==> config.mk <==
export PLATFORM = sky130hd
export DESIGN_NAME = dsq_seq
export DESIGN_NICKNAME = d
export VERILOG_FILES = /design/src/dsq_pkg.sv /design/src/dsq_sync.sv /design/src/dsq_seq.sv
export SDC_FILE = /design/constraint.sdc
export NUM_CORES = 1
export LEC_CHECK = 0
export ABC_AREA = 1
export BUFFER_PORTS_ARGS = -buffer_cell sky130_fd_sc_hd__buf_4
export CAP_MARGIN = 40
export CORE_UTILIZATION = 50
export CTS_BUF_LIST = sky130_fd_sc_hd__clkbuf_4 sky130_fd_sc_hd__clkbuf_8
export CTS_CLUSTER_DIAMETER = 40
export CTS_CLUSTER_SIZE = 24
export DETAILED_ROUTE_END_ITERATION = 6
export PLACE_DENSITY = 0.7
export SLEW_MARGIN = 20
export SYNTH_ARGS = -nofsm -noshare
export SYNTH_HDL_FRONTEND = slang
export SYNTH_HIERARCHICAL = 1
export SYNTH_SLANG_ARGS = --single-unit
==> constraint.sdc <==
create_clock -name REF_CLK -period 3.1 [get_ports REF_CLK]
set_clock_uncertainty 0.15 [all_clocks]
set_input_delay 0.62 -clock REF_CLK [delete_from_list [all_inputs] [get_ports REF_CLK]]
set_output_delay 0.62 -clock REF_CLK [all_outputs]
set_load 0.01 [all_outputs]
==> src/dsq_pkg.sv <==
/*
 * Constants, state codes and counts for the dual-slope conversion sequencer.
 * Assumes a single conversion clock; no software-visible registers.
 */
// Behaviour
// - Each conversion runs offset null, signal integrate, then reference de-integrate.
// - Offset null grounds the input and closes the nulling feedback loop.
// - Offset null holds switches 1, 2 and 3 closed for 10,000 clocks.
// - Integrate opens switches 1-3 and closes switch 4 for 10,000 clocks, or 1,000 at low resolution.
// - Integrate length fixed by resolution: 1,000 or 10,000 clocks.
// - Polarity captured during integrate selects the reference driving back to zero.
// - De-integrate opens switch 4 and closes exactly one reference switch.
// - Negative input closes switch 5; positive input closes switch 6.
// - De-integrate moves the integrator input from signal to reference.
// - Clocks counted from de-integrate start to zero crossing give the magnitude.
// - Count equals the integrate clocks (10,000 or 1,000) times input over reference voltage.
// - Counter and timing support 20,000 counts full scale.

package dsq_pkg;
    // ************************************************************
    // Timing counts in conversion clocks
    // ************************************************************
    localparam int DSQ_CNT_W = 15;
    localparam logic [14:0] DSQ_NULL_CLKS = 15'h2710;
    localparam logic [14:0] DSQ_INT_CLKS_HI = 15'h2710;
    localparam logic [14:0] DSQ_INT_CLKS_LO = 15'h03E8;
    localparam logic [14:0] DSQ_FULL_SCALE = 15'h4E20;
    localparam logic [14:0] DSQ_CNT_RESET = 15'h0000;

    // ************************************************************
    // Sequencer states, one-hot
    // ************************************************************
    typedef enum logic [2:0] {
        DSQ_ST_NULL = 3'b001,
        DSQ_ST_INTEG = 3'b010,
        DSQ_ST_DEINT = 3'b100
    } dsq_state_t;
endpackage : dsq_pkg

==> src/dsq_sync.sv <==
/*
 * Two-flop synchroniser for one level.
 * Assumes the input is asynchronous to clk.
 */
`timescale 1ns/1ps
`default_nettype none
module dsq_sync (
    input wire logic clk,
    input wire logic rst,
    input wire logic d,
    output logic q
);
    logic meta_q;

    // First stage feeds only the second
    always_ff @(posedge clk) begin
        if (rst) begin
            meta_q <= 1'b0;
            q <= 1'b0;
        end else begin
            meta_q <= d;
            q <= meta_q;
        end
    end
endmodule : dsq_sync
`default_nettype wire

==> src/dsq_seq.sv <==
/*
 * Dual-slope conversion sequencer: drives the analog switches, watches the
 * zero-crossing comparator, returns magnitude, polarity and over-range.
 * Assumes switches, integrator and comparator sit outside; comparator and
 * resolution inputs are asynchronous and are synchronised here.
 */
`timescale 1ns/1ps
`default_nettype none
module dsq_seq
    import dsq_pkg::*;
(
    input wire logic REF_CLK,
    input wire logic RST,
    input wire logic RES_HIGH,
    input wire logic COMP_POS,
    output logic SW_NULL_1,
    output logic SW_NULL_2,
    output logic SW_NULL_3,
    output logic SW_SIGNAL_4,
    output logic SW_REF_5,
    output logic SW_REF_6,
    output logic [14:0] MAGNITUDE,
    output logic NEGATIVE,
    output logic OVER_RANGE,
    output logic RESULT_VALID
);
    // ************************************************************
    // Input synchronisers
    // ************************************************************
    logic comp_s;
    logic res_s;

    dsq_sync u_comp (
        .clk(REF_CLK),
        .rst(RST),
        .d(COMP_POS),
        .q(comp_s)
    );

    dsq_sync u_res (
        .clk(REF_CLK),
        .rst(RST),
        .d(RES_HIGH),
        .q(res_s)
    );

    // ************************************************************
    // Sequencer state and phase counter
    // ************************************************************
    dsq_state_t state_q;
    dsq_state_t state_d;
    logic [14:0] cnt_q;
    logic [14:0] int_len_q;
    logic neg_q;
    logic last_null;
    logic last_int;
    logic crossed;
    logic full;
    // Next-cycle polarity and the end-of-measure strobe
    logic neg_d;
    logic done;

    function automatic logic at_end(input logic [14:0] c, input logic [14:0] len);
        at_end = (c == len - 15'h1);
    endfunction : at_end

    assign last_null = at_end(cnt_q, DSQ_NULL_CLKS);
    assign last_int = at_end(cnt_q, int_len_q);
    // Comparator sign flips opposite to captured polarity at zero
    assign crossed = (comp_s == neg_q);
    assign full = at_end(cnt_q, DSQ_FULL_SCALE);

    always_comb begin
        state_d = state_q;
        case (state_q)
            DSQ_ST_NULL: begin
                if (last_null) begin
                    state_d = DSQ_ST_INTEG;
                end
            end
            DSQ_ST_INTEG: begin
                if (last_int) begin
                    state_d = DSQ_ST_DEINT;
                end
            end
            DSQ_ST_DEINT: begin
                if (crossed || full) begin
                    state_d = DSQ_ST_NULL;
                end
            end
            default: begin
                state_d = DSQ_ST_NULL;
            end
        endcase
    end

    always_ff @(posedge REF_CLK) begin
        if (RST) begin
            state_q <= DSQ_ST_NULL;
        end else begin
            state_q <= state_d;
        end
    end

    always_ff @(posedge REF_CLK) begin
        if (RST) begin
            cnt_q <= DSQ_CNT_RESET;
        end else if (state_d != state_q) begin
            cnt_q <= DSQ_CNT_RESET;
        end else begin
            cnt_q <= cnt_q + 15'h1;
        end
    end

    // Length picked once per conversion, so a mid-phase change is harmless
    always_ff @(posedge REF_CLK) begin
        if (RST) begin
            int_len_q <= DSQ_INT_CLKS_HI;
        end else if (state_q == DSQ_ST_NULL && last_null) begin
            int_len_q <= res_s ? DSQ_INT_CLKS_HI : DSQ_INT_CLKS_LO;
        end
    end

    // Polarity taken at end of integrate
    always_ff @(posedge REF_CLK) begin
        if (RST) begin
            neg_q <= 1'b0;
        end else if (state_q == DSQ_ST_INTEG && last_int) begin
            neg_q <= ~comp_s;
        end
    end

    // ************************************************************
    // Switch drives, registered from next state
    // ************************************************************
    // On entry to de-integrate neg_q is not loaded yet, so take it live
    assign neg_d = (state_q == DSQ_ST_INTEG) ? ~comp_s : neg_q;

    always_ff @(posedge REF_CLK) begin
        if (RST) begin
            SW_NULL_1 <= 1'b1;
            SW_NULL_2 <= 1'b1;
            SW_NULL_3 <= 1'b1;
        end else begin
            SW_NULL_1 <= (state_d == DSQ_ST_NULL);
            SW_NULL_2 <= (state_d == DSQ_ST_NULL);
            SW_NULL_3 <= (state_d == DSQ_ST_NULL);
        end
    end

    always_ff @(posedge REF_CLK) begin
        if (RST) begin
            SW_SIGNAL_4 <= 1'b0;
        end else begin
            SW_SIGNAL_4 <= (state_d == DSQ_ST_INTEG);
        end
    end

    always_ff @(posedge REF_CLK) begin
        if (RST) begin
            SW_REF_5 <= 1'b0;
            SW_REF_6 <= 1'b0;
        end else begin
            // Exactly one of the pair while de-integrating
            SW_REF_5 <= (state_d == DSQ_ST_DEINT) && neg_d;
            SW_REF_6 <= (state_d == DSQ_ST_DEINT) && !neg_d;
        end
    end

    // ************************************************************
    // Result latch
    // ************************************************************
    // Crossing seen through the synchroniser, so counts read two clocks long
    assign done = (state_q == DSQ_ST_DEINT) && (crossed || full);

    // Count of de-integrate clocks is the result
    always_ff @(posedge REF_CLK) begin
        if (RST) begin
            MAGNITUDE <= DSQ_CNT_RESET;
        end else if (done) begin
            // A crossing on the last count still counts as in range
            MAGNITUDE <= crossed ? cnt_q : DSQ_FULL_SCALE;
        end
    end

    always_ff @(posedge REF_CLK) begin
        if (RST) begin
            NEGATIVE <= 1'b0;
        end else if (done) begin
            NEGATIVE <= neg_q;
        end
    end

    // Over-range when the count ran out first
    always_ff @(posedge REF_CLK) begin
        if (RST) begin
            OVER_RANGE <= 1'b0;
        end else if (done) begin
            OVER_RANGE <= ~crossed;
        end
    end

    // One-cycle strobe with the new result
    always_ff @(posedge REF_CLK) begin
        if (RST) begin
            RESULT_VALID <= 1'b0;
        end else begin
            RESULT_VALID <= done;
        end
    end
endmodule : dsq_seq
`default_nettype wire

==> flow_metrics.tcl <==
set metrics [dict create \
    r2r_cells 12 \
    p_leak_nw 1.07 \
    cts_buffer_depth 2 \
    grt-ovfl-total 0 \
    path_cells "inv_1 > ha_1 > nand2_1 > inv_1 > nor2_1 > nand2_1 > nor2_1 > nand2_1 > nor2_1 > nand3_1 > nand2_2 > nor3_1" \
    cts_setup_buffers 0 \
    worst_pin_slew_ns 0.458 \
    utilization_pct 58.9 \
    rsz0062_at_grt "no" \
    portBuffers 27 \
    htreeDepth 2 \
    cts_tree "yes" \
    row_count 24 \
    cts_buffers 5 \
    drt_iter0_drc 83 \
    min_path_type "reg2reg" \
    vdd_drop_max_v 0.000247 \
    coreArea_sq_um 4350 \
    slew_headroom_pct 69.3 \
    route.detailed.drc 0 \
    final_nets 342 \
    gr-usage-all-layers_pct 21.8 \
    netlist_area_sq_um 2260 \
    hpwl_um 3510 \
    finalHoldViolCount 0 \
    ys_seq_area_share_pct 41.6 \
    max_freq_ghz 0.455 \
    ys_types 28 \
    routabilityCongestion 0.880 \
    crit_required_ns 3.13 \
    vias 1960 \
    intPower_mw 0.776 \
    pwr-share-clk_pct 36.6 \
    critPathKind "reg2reg" \
    drt-total-wl_um 4830 \
    fin_setup_tns_ns 0 \
    synth_nets 317 \
    grt_max_degree 26 \
    slowest_stage "dfxtp_1" \
    drive_gt1_share_pct 18.8 \
    grt_pass1_wl_um 8380 \
    syn2layout_area_growth_pct 13.4 \
    antenna_found_initial 0 \
    clock_latency_ns 0.31 \
    syn_inst 310 \
    fp.dieW_um 69.3 \
    max_stage_delay_ns 0.40 \
    postCtsHoldBufs 0 \
    detail-route-antenna-nets 0 \
    initial_core_util_pct 52.0 \
    status "finished, final reports clean" \
    grt_pass1_vias 1837 \
    cts_resized 0 \
    die_h_um 69.3 \
    ys_ff_latch 47 \
    final_cell_mix "73 x nand2_1, 47 x dfxtp_1, 42 x inv_1" \
    syn_avg_cell_area_sq_um 7.30 \
    crit_path_end_kind "flop" \
    pwr-share-comb_pct 2.9 \
    worstHoldPathCells 2 \
    period_needed_ns 2.20 \
    slew_viol_final 0 \
    cp-start-kind "flop" \
    pin_count 28 \
    p_sw_share_pct 23.5 \
    via_per_inst 5.05 \
    drt_pass1_iterations 4 \
    finalCritPeriodShare_pct 71.0 \
    yosys_warnings 6 \
    path_max_fanout 15 \
    final_common_cell "nand2_1" \
    p_seq_share_pct 60.6 \
    clk_pin_slew_ns 0.09 \
    setup_viol 0 \
    powerDensity_nw_per_um2 395 \
    die-area_sq_um 4800 \
    wire_per_inst_um 12.5 \
    root_buffer "clkbuf_8" \
    numClockSinks 47 \
    arrival_ns 2.23 \
    maxCapViolations 0 \
    p_sw_mw 0.238 \
    diodes 0 \
]
[synth_stat cells]
library cell | n | area share [%]
a211oi_1 | 4 | 1.3
a21oi_1 | 18 | 4.0
buf_2 | 4 | 0.88
buf_4 | 3 | 1.0
buf_6 | 1 | 0.50
clkbuf_1 | 2 | 0.33
clkinv_1 | 1 | 0.17
dfxtp_1 | 47 | 42
ha_1 | 3 | 1.7
inv_1 | 42 | 7.0
inv_2 | 4 | 0.66
nand2_1 | 73 | 12
nand2_2 | 4 | 1.1
nand3_1 | 18 | 4.0
nand3_2 | 2 | 0.88
nand3_4 | 1 | 0.77
nand4_1 | 3 | 0.83
nor2_1 | 37 | 6.1
nor2_2 | 1 | 0.28
nor3_1 | 9 | 2.0
nor3_2 | 13 | 5.8
nor3_4 | 1 | 0.72
o21ai_0 | 4 | 0.88
o21ai_1 | 1 | 0.22
o21bai_1 | 1 | 0.33
or2_2 | 1 | 0.28
xnor2_1 | 1 | 0.39
xor2_1 | 11 | 4.3
[stage by stage]
step                      cell area, sq um  power, mW  std cells  worst slack (ns)  hold slack, ns
after floorplan                       2260      0.649        310              1.22           0.238
after global placement                2470      0.656        379             0.980           0.250
after detailed placement              2470      0.657        379             0.941           0.249
after CTS                             2560       1.02        387             0.908           0.262
after global routing                  2560       1.05        388             0.696           0.300
final                                 2560       1.01        388             0.900           0.260
[power by group through the flow]
stage          Sequential [mW]  Clock (mW)  Combinational, mW
2_1_floorplan            0.627           0             0.0222
3_3_place_gp             0.628           0             0.0285
3_5_place_dp             0.628           0             0.0292
4_1_cts                  0.614       0.379             0.0293
5_1_grt                  0.615       0.400             0.0328
6_report                 0.614       0.371             0.0292
[logic make-up (layout without fill, tap and decap cells)]
kind of cell             Yosys count  in the layout  share of synthesized area, %
buffers and inverters             57             83                          10.5
AO/OA/AOI/OAI                     28             28                          6.75
adder cells (fa/ha/maj)            3              3                          1.66
flip-flops                        47             47                          41.6
AND/OR/NAND/NOR                  163            163                          34.8
XOR/XNOR                          12             12                          4.65
[registers in the layout, summed over array words and instances, names as in the netlist, 2 cells and up]
name	cells
int_len_q	2
MAGNITUDE	15
cnt_q	15
state_q	3
[layout make-up]
| class | count | area (sq um) |
|---|---|---|
| clock buffers | 5 | 68.8 |
| clock inverters | 3 | 20.0 |
| fillers | 426 | 1790 |
| inverters | 47 | 176 |
| multi-input cells | 206 | 1080 |
| flip-flops and latches | 47 | 941 |
| well taps | 52 | 65.1 |
| repair buffers | 28 | 210 |
[metal layers]
| layer | wire length, um | up-vias | part of all wire, % | track usage [%] |
|---|---|---|---|---|
| li1 | - | 1015 | - | - |
| met1 | 2240 | 891 | 46 | 27.5 |
| met2 | 2250 | 42 | 46 | 35.6 |
| met3 | 209 | 12 | 4.3 | 4.65 |
| met4 | 137 | 0 | 2.8 | 9.75 |
| met5 | 0 | - | 0 | 0 |
[critical path: cells and delay by family, from the launching register on]
family,cells,cell delay [ns]
AND/OR/NAND/NOR,9,1.05
flip-flops,1,0.40
adder cells (fa/ha/maj),1,0.30
buffers and inverters,2,0.17
[worst paths after layout]
| check | start | endpoint | slack (ns) |
|---|---|---|---|
| max reg2reg | int_len_q[10] | cnt_q[2] | 0.90 |
| min | u_comp/meta_q | u_comp/q | 0.26 |
| min reg2reg | u_comp/meta_q | u_comp/q | 0.26 |
| max | int_len_q[10] | cnt_q[2] | 0.90 |
Power figures use the tool's default switching activity.
